--- src/meter_cfg_pkg.sv ---
// constants for the metering configuration registers
// assumes a 100 MHz ref_clk and a 6-bit page address
package meter_cfg_pkg;
   // register offsets within the page
   localparam logic [5:0] CALC_FILTER_ADDR = 6'h00;
   localparam logic [5:0] OUT_PIN_ADDR     = 6'h01;
   localparam logic [5:0] PHASE_ADDR       = 6'h05;
   localparam logic [5:0] SERIAL_ADDR      = 6'h07;
   localparam logic [5:0] PULSE_ADDR       = 6'h08;
   // reset values
   localparam logic [23:0] CALC_FILTER_RST = 24'h06_0200;
   localparam logic [23:0] OUT_PIN_RST     = 24'h00_eeee;
   localparam logic [23:0] PHASE_RST       = 24'h00_0000;
   localparam logic [23:0] SERIAL_RST      = 24'h02_004d;
   localparam logic [23:0] PULSE_RST       = 24'h00_0001;
   // writable bits; reserved bits read as zero, except calc/filter bits 17 and 18, which read as one
   localparam logic [23:0] CALC_FILTER_MSK = 24'h40_5fff;
   localparam logic [23:0] CALC_FILTER_ONE = 24'h06_0000;
   localparam logic [23:0] OUT_PIN_MSK     = 24'hff_ffff;
   localparam logic [23:0] PHASE_MSK       = 24'hf3_ffff;
   localparam logic [23:0] SERIAL_MSK      = 24'h06_ffff;
   localparam logic [23:0] PULSE_MSK       = 24'h0f_ffff;
   // output pin register fields
   localparam int EN_LSB  = 20;
   localparam int OD_LSB  = 16;
   localparam int SEL_LSB = 0;
   // calc/filter register fields
   localparam int POS_BIT   = 22;
   localparam int APM_BIT   = 14;
   localparam int ZXLPF_BIT = 12;
   localparam int AVG_BIT   = 11;
   localparam int CSUM_BIT  = 10;
   localparam int ALF_BIT   = 9;
   localparam int I2F_LSB   = 7;
   localparam int V2F_LSB   = 5;
   localparam int I1F_LSB   = 3;
   localparam int V1F_LSB   = 1;
   localparam int IIR_BIT   = 0;
   // phase register fields
   localparam int CP2_LSB = 22;
   localparam int CP1_LSB = 20;
   localparam int FP2_LSB = 9;
   localparam int FP1_LSB = 0;
   // serial and pulse register fields
   localparam int RXPU_BIT = 18;
   localparam int RXCS_BIT = 17;
   localparam int BAUD_LSB  = 0;
   localparam int RNG_LSB   = 16;
   localparam int WIDTH_LSB = 0;
   // pin source codes that release the pin
   localparam logic [3:0] SRC_RSV_A = 4'ha;
   localparam logic [3:0] SRC_RSV_D = 4'hd;
   localparam logic [3:0] SRC_HIZ   = 4'he;
   // pulse timing
   localparam int CLK_HZ        = 100_000_000;
   localparam int PULSE_BASE_US = 250;
   localparam int WIDTH_UNIT_HZ = 64_000;
   localparam int PULSE_BASE_CYCLES = PULSE_BASE_US * (CLK_HZ / 1_000_000);
   localparam int WIDTH_HALF_CYCLES = 2 * CLK_HZ / WIDTH_UNIT_HZ;
   typedef enum logic {PG_IDLE, PG_ACTIVE} pg_state_t;
endpackage

--- src/meter_config_registers.sv ---
// configuration registers of the metering front end
// assumes the serial engine presents one-cycle strobes on ref_clk
`timescale 1ns/1ps
module meter_config_registers import meter_cfg_pkg::*; #(
   parameter int BASE_CYCLES = PULSE_BASE_CYCLES
) (
   input  wire logic        ref_clk,
   input  wire logic        rst,
   // register port from the serial engine
   input  wire logic [5:0]  reg_addr,
   input  wire logic [23:0] reg_wdata,
   input  wire logic        reg_wr,
   input  wire logic        reg_rd,
   output logic [23:0]      reg_rdata,
   // pulse requests from the rate logic
   input  wire logic [3:0]  epg_trigger,
   // sign and event sources for the pins
   input  wire logic        active_sign1,
   input  wire logic        active_sign2,
   input  wire logic        active_sign_sum,
   input  wire logic        reactive_sign1,
   input  wire logic        reactive_sign2,
   input  wire logic        reactive_sign_sum,
   input  wire logic        voltage_zero_cross,
   input  wire logic        current_zero_cross,
   input  wire logic        interrupt_level,
   // averaged active power results
   input  wire logic        avg_power_valid,
   input  wire logic [23:0] p1_avg_raw,
   input  wire logic [23:0] p2_avg_raw,
   output logic [23:0]      p1_avg,
   output logic [23:0]      p2_avg,
   // line frequency measurement done
   input  wire logic        line_freq_done,
   output logic             epsilon_update,
   // digital output pins
   output logic [3:0]       pin_out,
   output logic [3:0]       pin_oe_n,
   // configuration to the calculation engine
   output logic [3:0]       pulse_gen_enable,
   output logic             apparent_power_method,
   output logic             zero_cross_lowpass,
   output logic             averaging_source,
   output logic             critical_checksum_disable,
   output logic             checksum_uses_cycle_count,
   output logic             auto_line_freq,
   output logic [1:0]       current1_filter_sel,
   output logic [1:0]       current2_filter_sel,
   output logic [1:0]       voltage1_filter_sel,
   output logic [1:0]       voltage2_filter_sel,
   output logic             iir_bypass,
   output logic [1:0]       coarse_phase1,
   output logic [1:0]       coarse_phase2,
   output logic [8:0]       fine_phase1,
   output logic [8:0]       fine_phase2,
   output logic             rx_pullup_disable,
   output logic             rx_checksum_disable,
   output logic [15:0]      baud_divisor,
   output logic [3:0]       pulse_freq_range
);
   // all state of this module
   typedef struct packed {
      logic [23:0] calc_filter_config; // calc options and filters
      logic [23:0] output_pin_config;  // pin routing and enables
      logic [23:0] phase_compensation; // coarse and fine phase
      logic [23:0] serial_control;     // receive options, divisor
      logic [23:0] pulse_width_range;  // pulse width and range
      logic [23:0] rdata;              // read answer
      logic [23:0] p1;                 // stored active power 1
      logic [23:0] p2;                 // stored active power 2
      logic        eps;                // gain update strobe
   } st_t;

   st_t s, next_s;

   logic [3:0]  epg_pulse;  // generator outputs
   logic [15:0] pin_src;    // pin source vector by code
   logic        pos_only;   // positive-only energy
   logic [15:0] width_val;  // pulse width value

   assign pos_only  = s.calc_filter_config[POS_BIT];
   assign width_val = s.pulse_width_range[WIDTH_LSB +: 16];

   // pin sources indexed by selector code
   always_comb begin
      pin_src     = 16'h0000;
      pin_src[3:0] = epg_pulse;
      pin_src[4]  = active_sign1;
      pin_src[5]  = active_sign2;
      pin_src[6]  = active_sign_sum;
      pin_src[7]  = reactive_sign1;
      pin_src[8]  = reactive_sign2;
      pin_src[9]  = reactive_sign_sum;
      pin_src[11] = voltage_zero_cross;
      pin_src[12] = current_zero_cross;
      pin_src[15] = interrupt_level;
   end

   // register writes, reads and result storage
   always_comb begin
      next_s = s;
      next_s.eps = 1'b0;
      // writes keep only published bits
      if (reg_wr) begin
         unique case (reg_addr)
            CALC_FILTER_ADDR: begin
               next_s.calc_filter_config =
                  (reg_wdata & CALC_FILTER_MSK) | CALC_FILTER_ONE;
            end
            OUT_PIN_ADDR: begin
               next_s.output_pin_config = reg_wdata & OUT_PIN_MSK;
            end
            PHASE_ADDR: begin
               next_s.phase_compensation = reg_wdata & PHASE_MSK;
            end
            SERIAL_ADDR: begin
               // divisor value is the host's to compute
               next_s.serial_control = reg_wdata & SERIAL_MSK;
            end
            PULSE_ADDR: begin
               next_s.pulse_width_range = reg_wdata & PULSE_MSK;
            end
            default: begin
               // unmapped writes are dropped
            end
         endcase
      end
      // reads answer one cycle later
      if (reg_rd) begin
         unique case (reg_addr)
            CALC_FILTER_ADDR: next_s.rdata = s.calc_filter_config;
            OUT_PIN_ADDR:     next_s.rdata = s.output_pin_config;
            PHASE_ADDR:       next_s.rdata = s.phase_compensation;
            SERIAL_ADDR:      next_s.rdata = s.serial_control;
            PULSE_ADDR:       next_s.rdata = s.pulse_width_range;
            default:          next_s.rdata = 24'h00_0000;
         endcase
      end
      // negative averages stored as zero when asked
      if (avg_power_valid) begin
         if (pos_only && p1_avg_raw[23]) begin
            next_s.p1 = 24'h00_0000;
         end else begin
            next_s.p1 = p1_avg_raw;
         end
         if (pos_only && p2_avg_raw[23]) begin
            next_s.p2 = 24'h00_0000;
         end else begin
            next_s.p2 = p2_avg_raw;
         end
      end
      // one strobe per completed measurement while auto line frequency is on
      if (line_freq_done && s.calc_filter_config[ALF_BIT]) begin
         next_s.eps = 1'b1;
      end
   end

   // state register
   always_ff @(posedge ref_clk) begin
      if (rst) begin
         s.calc_filter_config <= CALC_FILTER_RST;
         s.output_pin_config  <= OUT_PIN_RST;
         s.phase_compensation <= PHASE_RST;
         s.serial_control     <= SERIAL_RST;
         s.pulse_width_range  <= PULSE_RST;
         s.rdata              <= 24'h00_0000;
         s.p1                 <= 24'h00_0000;
         s.p2                 <= 24'h00_0000;
         s.eps                <= 1'b0;
      end else begin
         s <= next_s;
      end
   end

   // four pulse generators and four pins
   generate
      for (genvar i = 0; i < 4; i++) begin : g_ch
         pulse_stretch #(
            .BASE_CYCLES (BASE_CYCLES)
         ) u_pulse (
            .ref_clk (ref_clk),
            .rst     (rst),
            .enable  (s.output_pin_config[EN_LSB + i]),
            .trigger (epg_trigger[i]),
            .width   (width_val),
            .pulse   (epg_pulse[i])
         );
         pin_driver u_pin (
            .ref_clk    (ref_clk),
            .rst        (rst),
            .source_sel (s.output_pin_config[SEL_LSB + 4*i +: 4]),
            .open_drain (s.output_pin_config[OD_LSB + i]),
            .sources    (pin_src),
            .pin_out    (pin_out[i]),
            .pin_oe_n   (pin_oe_n[i])
         );
      end
   endgenerate

   // register port answer
   assign reg_rdata = s.rdata;

   // stored power results
   assign p1_avg = s.p1;
   assign p2_avg = s.p2;
   assign epsilon_update = s.eps;

   // pulse generator enables
   assign pulse_gen_enable = s.output_pin_config[EN_LSB +: 4];

   // calculation options
   assign apparent_power_method =
      s.calc_filter_config[APM_BIT];
   assign zero_cross_lowpass =
      s.calc_filter_config[ZXLPF_BIT];
   assign averaging_source =
      s.calc_filter_config[AVG_BIT];
   assign critical_checksum_disable =
      s.calc_filter_config[CSUM_BIT];
   // the count register that the checksum covers follows the source
   assign checksum_uses_cycle_count =
      s.calc_filter_config[AVG_BIT];
   assign auto_line_freq =
      s.calc_filter_config[ALF_BIT];

   // filter selectors; reserved voltage code is passed as written
   assign current1_filter_sel =
      s.calc_filter_config[I1F_LSB +: 2];
   assign current2_filter_sel =
      s.calc_filter_config[I2F_LSB +: 2];
   assign voltage1_filter_sel =
      s.calc_filter_config[V1F_LSB +: 2];
   assign voltage2_filter_sel =
      s.calc_filter_config[V2F_LSB +: 2];
   assign iir_bypass =
      s.calc_filter_config[IIR_BIT];

   // phase compensation
   assign coarse_phase1 =
      s.phase_compensation[CP1_LSB +: 2];
   assign coarse_phase2 =
      s.phase_compensation[CP2_LSB +: 2];
   assign fine_phase1 =
      s.phase_compensation[FP1_LSB +: 9];
   assign fine_phase2 =
      s.phase_compensation[FP2_LSB +: 9];

   // serial options
   assign rx_pullup_disable =
      s.serial_control[RXPU_BIT];
   assign rx_checksum_disable =
      s.serial_control[RXCS_BIT];
   assign baud_divisor =
      s.serial_control[BAUD_LSB +: 16];

   // pulse frequency range to the rate logic
   assign pulse_freq_range =
      s.pulse_width_range[RNG_LSB +: 4];

endmodule

--- src/pulse_stretch.sv ---
// one energy pulse generator output stage
// assumes one-cycle triggers on ref_clk
`timescale 1ns/1ps
module pulse_stretch import meter_cfg_pkg::*; #(
   parameter int BASE_CYCLES = PULSE_BASE_CYCLES
) (
   input  wire logic        ref_clk,
   input  wire logic        rst,
   input  wire logic        enable,
   input  wire logic        trigger,
   input  wire logic [15:0] width,
   output logic             pulse
);
   typedef struct packed {
      pg_state_t   st;  // idle or emitting
      logic [28:0] cnt; // elapsed half cycles
   } ps_t;
   ps_t s, next_s;
   logic [28:0] target; // pulse length in half cycles
   // half-cycle units keep the 15.625 us step exact
   assign target = 29'(2 * BASE_CYCLES) + 29'(width * 29'(WIDTH_HALF_CYCLES));
   // next state
   always_comb begin
      next_s = s;
      unique case (s.st)
         PG_IDLE: begin
            if (enable && trigger) begin
               next_s.st  = PG_ACTIVE;
               next_s.cnt = 29'd2;
            end
         end
         PG_ACTIVE: begin
            // disabling cuts a running pulse short
            if (!enable || s.cnt >= target) begin
               next_s.st = PG_IDLE;
            end else begin
               next_s.cnt = s.cnt + 29'd2;
            end
         end
      endcase
   end
   // state register
   always_ff @(posedge ref_clk) begin
      if (rst) s <= '{PG_IDLE, 29'd0};
      else s <= next_s;
   end
   assign pulse = (s.st == PG_ACTIVE);
endmodule

--- src/pin_driver.sv ---
// one digital output pin: source mux and drive type
// assumes all sources are on ref_clk
`timescale 1ns/1ps
module pin_driver import meter_cfg_pkg::*; (
   input  wire logic        ref_clk,
   input  wire logic        rst,
   input  wire logic [3:0]  source_sel,
   input  wire logic        open_drain,
   input  wire logic [15:0] sources,
   output logic             pin_out,
   output logic             pin_oe_n
);
   typedef struct packed {
      logic out;  // driven level
      logic oe_n; // low while driving
   } pd_t;
   pd_t s, next_s;
   logic val;
   // pick the source and shape the drive
   always_comb begin
      val = sources[source_sel];
      next_s = '{1'b0, 1'b1};
      if (source_sel == SRC_HIZ || source_sel == SRC_RSV_A ||
          source_sel == SRC_RSV_D) begin
         next_s = '{1'b0, 1'b1};
      end else if (open_drain) begin
         next_s = '{1'b0, val};
      end else begin
         next_s = '{val, 1'b0};
      end
   end
   // output register; released during reset
   always_ff @(posedge ref_clk) begin
      if (rst) s <= '{1'b0, 1'b1};
      else s <= next_s;
   end
   assign pin_out  = s.out;
   assign pin_oe_n = s.oe_n;
endmodule

--- config.mk ---
export PLATFORM = sky130hd
export DESIGN_NAME = meter_config_registers
export DESIGN_NICKNAME = d
export VERILOG_FILES = /design/src/meter_cfg_pkg.sv /design/src/meter_config_registers.sv /design/src/pulse_stretch.sv /design/src/pin_driver.sv
export SDC_FILE = /design/constraint.sdc
export NUM_CORES = 1
export LEC_CHECK = 0
export BUFFER_PORTS_ARGS = -buffer_cell sky130_fd_sc_hd__buf_2
export CORE_ASPECT_RATIO = 0.6
export CORE_UTILIZATION = 45
export CTS_CLUSTER_DIAMETER = 200
export DETAILED_ROUTE_END_ITERATION = 7
export HOLD_SLACK_MARGIN = 0.12
export RECOVER_POWER = 25
export SETUP_SLACK_MARGIN = 0.5
export SKIP_LAST_GASP = 1
export SLEW_MARGIN = 20
export SYNTH_ARGS = -nofsm -noshare
export SYNTH_HDL_FRONTEND = slang
export SYNTH_SLANG_ARGS = --single-unit
--- constraint.sdc ---
create_clock -name ref_clk -period 9 [get_ports ref_clk]
set_input_delay 1.8 -clock ref_clk [delete_from_list [all_inputs] [get_ports ref_clk]]
set_output_delay 1.8 -clock ref_clk [all_outputs]
set_load 0.03 [all_outputs]
== After elaboration in Yosys (flattened, before gate mapping) ==
Index checks and enable logic that the tools add are counted.
Storage, ports and cells
  register bits: 300
  input port bits: 97
  logic and storage cells: 140
Cells by class
  $add $sub $neg: 5
  multipliers: 1
  $lt $le $gt $ge: 8
  equal/unequal tests: 24
  mux-type cells: 32
  bitwise operators: 4
  reduce and logical (&&, ||, !) cells: 41
Operators with widths (number)
  $pmux W30 S2: 4
  $mux W30: 4
  $pmux W24 S5: 1
  $add A29 B2 Y29 const B: 4
  $ge A29 B29 Y1: 4
  $mux W29: 4
  $eq A4 B4 Y1 const B: 12
  $mux W24: 2
  $add A16 B28 Y29 const A: 1
  $mul A16 B12 Y28 const B: 1
  $lt A4 B5 Y1 const B: 4
  $reduce_and A2 Y1: 9
  $bmux W1 S4: 4
  $mux W1: 13
  $eq A6 B3 Y1 const B: 2
  $logic_or A1 B1 Y1: 12
  $reduce_or A3 Y1: 4
  $ne A2 B1 Y1 const B: 4
  $ne A2 B2 Y1 const B: 4
  $reduce_or A2 Y1: 4
  $logic_and A1 B1 Y1: 7
  $eq A6 B1 Y1 const B: 1
  $eq A6 B4 Y1 const B: 1
  $logic_not A6 Y1: 1
  2 further kinds: 8

== Logic depth before layout (Yosys ltp) ==
  word-level depth: 6
  gate-level depth with buffers: 32
  mapped depth without buffers: 30

== Modules after synthesis ==
From an unflattened synthesis, not the netlist that was laid out.
Unflattened totals
  cell total of the unflattened synthesis: 3602
  area, all modules: 31393.9 um^2
Modules (own cells, without submodules)
  pulse_stretch at g_ch[0].u_pulse ...: times used 3, cells an instance 648, area an instance 5703.0 um^2, sequential area each 580.6 um^2
  meter_config_registers: times used 1, cells an instance 948, area an instance 7882.6 um^2, sequential area each 3443.3 um^2
  pulse_stretch at g_ch[3].u_pulse: times used 1, cells an instance 622, area an instance 5486.5 um^2, sequential area each 580.6 um^2
  pin_driver: times used 4, cells an instance 22, area an instance 229.0 um^2, sequential area each 40.0 um^2

== Worst setup path after synthesis ==
No wires, ideal clock.
  kind: flip-flop to flip-flop
  start point: register s[77] (netlist name)
  end point: register g_ch[3].u_pulse.s[6] (netlist name)
  setup time: 0.127 ns
  arrival: 6.928 ns
  required time: 8.873 ns
  path slack: 1.945 ns
  stages on the path, launching flop included: 32
  period minus slack after synthesis: 7.055 ns
  cells stage by stage: dfxtp_1 -> inv_1 -> ha_1 -> inv_1 -> ha_1 -> fa_1 -> fa_1 -> inv_1 -> fa_1 -> inv_1 -> ha_1 -> and4_1 -> a22o_4 -> a21oi_2 -> o21bai_1 -> a21oi_1 -> xor2_1 -> ha_1 -> nand4_1 -> nor4_1 -> a221oi_1 -> o21ai_0 -> a31o_2 -> maj3_2 -> o221ai_2 -> a31oi_1 -> o31ai_2 -> nor2b_1 -> buf_2 -> or2_1 -> buf_4 -> a31oi_1
On the way
  longest elaborated chain between the ends: 6
RTL lines
  from (decl): line meter_config_registers.sv:74  | st_t s, next_s;
  from (signal assigned): line meter_config_registers.sv:171  | s <= next_s;
  $mul A16 B12 Y28: line pulse_stretch.sv:21  | assign target = 29'(2 * BASE_CYCLES) + 29'(width * 29'(WIDTH_HALF_CYCLES));
  $add A16 B28 Y29: line pulse_stretch.sv:21
  $ge A29 B29 Y1: line pulse_stretch.sv:34  | if (!enable || s.cnt >= target) begin
  $logic_or A1 B1 Y1: line pulse_stretch.sv:34
  $ne A2 B2 Y1 (no source line)
  $reduce_and A2 Y1 (no source line)
  to (signal assigned): line pulse_stretch.sv:44  | if (rst) s <= '{PG_IDLE, 29'd0};
  to (signal assigned): line pulse_stretch.sv:45  | else s <= next_s;
  to (decl): line pulse_stretch.sv:18  | ps_t s, next_s;
Every way passes these cells.
A chain may end at the register's enable or synchronous reset.

== Final worst setup path ==
  start point: register s[77] (netlist name)
  end point: register g_ch[0].u_pulse.s[28] (netlist name)
On the way
  longest elaborated chain between the ends: 6
RTL lines (line)
  $mul A16 B12 Y28: pulse_stretch.sv:21
  $add A16 B28 Y29: pulse_stretch.sv:21
  $ge A29 B29 Y1: pulse_stretch.sv:34
  $logic_or A1 B1 Y1: pulse_stretch.sv:34
  $ne A2 B2 Y1 (no source line)
  $reduce_and A2 Y1 (no source line)
  to (signal assigned): pulse_stretch.sv:44
  to (signal assigned): pulse_stretch.sv:45
  to (decl): pulse_stretch.sv:18
Every way passes these cells.

==> impl_metrics.py <==
metrics = {
    "final_layout": {
        "layout_commonest_cell": "nand2_1",
        "layout_common_cells": "346 x nand2_1, 296 x dfxtp_1, 263 x a21oi_1",
        "n_fill_cell": 3996,
        "final_cells": 3114,
        "final_nets": 2870,
        "diodes": 0,
        "syn_to_final_growth_pct": 13.1,
        "drive_gt1_share_pct": 12.7,
    },
    "worst_setup_path": {
        "arrival_ps": 8480,
        "cp_max_fo": 17,
        "required_ps": 9480,
        "slowest_delay_ps": 640,
        "path_class": "reg -> reg",
        "path_common_cell": "ha_1",
        "critPathSlowestCell": "nand3_1",
        "startpoint_type": "flop",
        "worstPathBufferInverterCount": 3,
        "endpoint_kind": "flop",
        "crit_family": "compound AO/OA/AOI/OAI gates",
    },
    "clock_network": {
        "cts_hold_buffers": 0,
        "cts_htree_levels": 1,
        "insertion_delay_ps": 590,
        "cts_tree": "built",
        "cts.clk_slew.worst_paths_ps": 60,
        "cts_root_buffer": "clkbuf_16",
        "cts_inserted_buffers": 30,
        "cts_max_path_buffers": 3,
        "cts_sinks": 296,
    },
    "yosys": {
        "synth_enable_flop_cells": 0,
        "synth_seq_cells": 296,
        "yosys.area.top_type_share_pct": 30.5,
        "synth_cells": 2364,
        "synth.avg_cell_area_sq_um": 8.21,
        "synthFlopType": "dfxtp_1",
        "async_flop_share_pct": 0,
        "ys_seq_area_share_pct": 30.5,
        "synth.area.top_cells": "dfxtp_1 31%, ha_1 13%, a21oi_1 6.8%",
        "synth_top_area_cell": "dfxtp_1",
        "mappedNetlistArea_sq_mm": 0.0194,
        "synth_fp_nets": 2709,
        "yosysWarnings": 0,
        "synth.distinct_cells": 85,
    },
    "sta": {
        "slew_violations": 52,
        "grt_setup_unrepaired": "no",
        "period_share_pct": 88.9,
        "worst_slack_ps": 998,
        "finalCriticalPeriod_ps": 8000,
        "setup_viol": 0,
        "hold_viol": 0,
        "relSlewSlack_pct": -46.6,
        "finClkSkew_ps": 16.6,
        "tns_ps": 0,
        "worst_slew_pin_slew_ps": 2200,
        "max_freq_mhz": 125,
    },
    "routing": {
        "drt-total-wl_um": 63500,
        "viasPerCell": 5.91,
        "firstDrtPassIters": 6,
        "vias": 18400,
        "drtAntennaViolNets": 0,
        "wl_per_cell_um": 20.4,
        "drc_errors": 0,
        "drt_iter0_drc": 1942,
    },
    "place": {
        "io_buffers": 240,
        "hpwl_um": 48000,
        "gp_congestion": 1.01,
        "placed_cells": 3061,
        "place_ws_ps": 658,
    },
    "power": {
        "seq_power_share_pct": 45.6,
        "p_leak_uw": 0.00950,
        "p_clk_share_pct": 46.3,
        "internal_power_uw": 2190,
        "p_per_area_mw_per_mm2": 134,
        "switching_share_pct": 25.3,
        "vdd_ir_drop_max_uv": 178,
        "p_switching_uw": 743,
        "finalPower_uw": 2930,
        "comb_power_share_pct": 8.1,
    },
    "grt": {
        "use_met3_pct": 6.38,
        "grt_pass1_vias": 16700,
        "grt-ovfl-total": 0,
        "grt_max_degree": 106,
        "antenna_found_initial": 3,
        "grt.busiest_layer": "met1",
        "grt_pass1_wl_um": 97500,
        "met2_usage_pct": 39.9,
        "grt.total_usage_pct": 28.0,
        "grt_use_met1_pct": 42.4,
    },
    "die": {
        "initial_core_util_pct": 46.0,
        "core-area_sq_mm": 0.0422,
        "dieHeight_um": 163,
        "ios": 241,
        "placementRows": 58,
        "dieArea_sq_mm": 0.0440,
        "dieWidth_um": 270,
    },
    "status": {
        "violations": "capacitance limit, slew limit",
        "outcome": "finished with violations",
    },
    "worst_hold_path": {
        "hold_path_class": "reg -> reg",
    },
    "job": {
        "drv_cap": 1,
    },
}
-- per-layer routing --
metal	wire length, um	vias up
met1	30600	8873
li1	-	8716
met2	26100	721
met5	8	-
met4	1200	2
met3	5720	89
-- kinds of logic after synthesis --
| family | share of synthesized area (%) |
|---|---|
| xor gates and xnor gates | 1.45 |
| adders and majority gates | 17.9 |
| AOI/OAI and AO/OA | 19.4 |
| DFF | 30.5 |
| muxes | 3.50 |
| and+or+nand+nor | 21.8 |
| buffers and inverters | 5.39 |
-- what timing repair did --
action / in CTS / in global routing
setup endpoints to repair: 0 / 26
gates resized for setup: 0 / 6
buffers inserted: 0 / 2
-- worst paths after layout --
check	cells past startpoint	end	start	slack (ps)
setup / recovery	29	g_ch[0].u_pulse.s[28]	s[77]	1000
hold / removal	2	reg_rdata[23]	reg_rdata[23]	460
setup reg to reg	29	g_ch[0].u_pulse.s[28]	s[77]	1000
hold reg to reg	2	reg_rdata[23]	reg_rdata[23]	460
-- power by group through the flow --
stage / logic (uW) / clock network, uW / registers (uW)
4_1_cts: 239 / 1370 / 1340
3_5_place_dp: 238 / 0 / 1370
2_1_floorplan: 113 / 0 / 1400
5_1_grt: 257 / 1430 / 1340
6_report: 238 / 1360 / 1340
3_3_place_gp: 234 / 0 / 1370
-- layout make-up --
| class | instances | area [sq um] | share of cell area (%) |
|---|---|---|---|
| inverters | 109 | 409 | 1.86 |
| clock buffers | 40 | 868 | 3.96 |
| clock inverters | 11 | 173 | 0.787 |
| repair buffers | 271 | 1380 | 6.28 |
| multi-input cells | 1817 | 12500 | 56.9 |
| well taps | 570 | 713 | 3.25 |
| flip-flops and latches | 296 | 5930 | 27.0 |
-- through the flow --
stage	instance area, sq um	hold WS (ps)	util (%)
6_report	21900	459	52.1
5_1_grt	21900	478	52.1
4_1_cts	22000	462	52.1
3_5_place_dp	20900	449	49.6
3_3_place_gp	20900	447	49.6
2_1_floorplan	19400	444	-
-- Yosys cell counts (58+ instances only) --
cell type	n
a21oi_1	263
a31oi_1	60
and3_1	58
clkbuf_1	103
dfxtp_1	296
ha_1	202
inv_1	109
nand2_1	346
nand3_1	71
nor2_1	147
nor2b_1	64
o21ai_0	108
-- flip-flops by register name, summed over array words and instances, names as in the netlist, 4 cells and up --
name                 count
baud_divisor            16
pulse_freq_range         4
p2_avg                  24
s                       36
pulse_gen_enable         4
g_ch.u_pin.pin_out       4
reg_rdata               24
fine_phase1              9
g_ch.u_pulse.s         112
fine_phase2              9
g_ch.u_pin.pin_oe_n      4
p1_avg                  24
g_ch.u_pulse.pulse       4
-- worst register-to-register path, delay by kind of cell, from the launching register on --
family          cells  cell delay [ps]
compound gates     13             2880
xor+xnor            1              340
fa+ha+maj           7             2660
buf+inv             3              210
flops               1              520
simple gates        5             1290
Note: power is estimated with default switching activity, not from simulation.
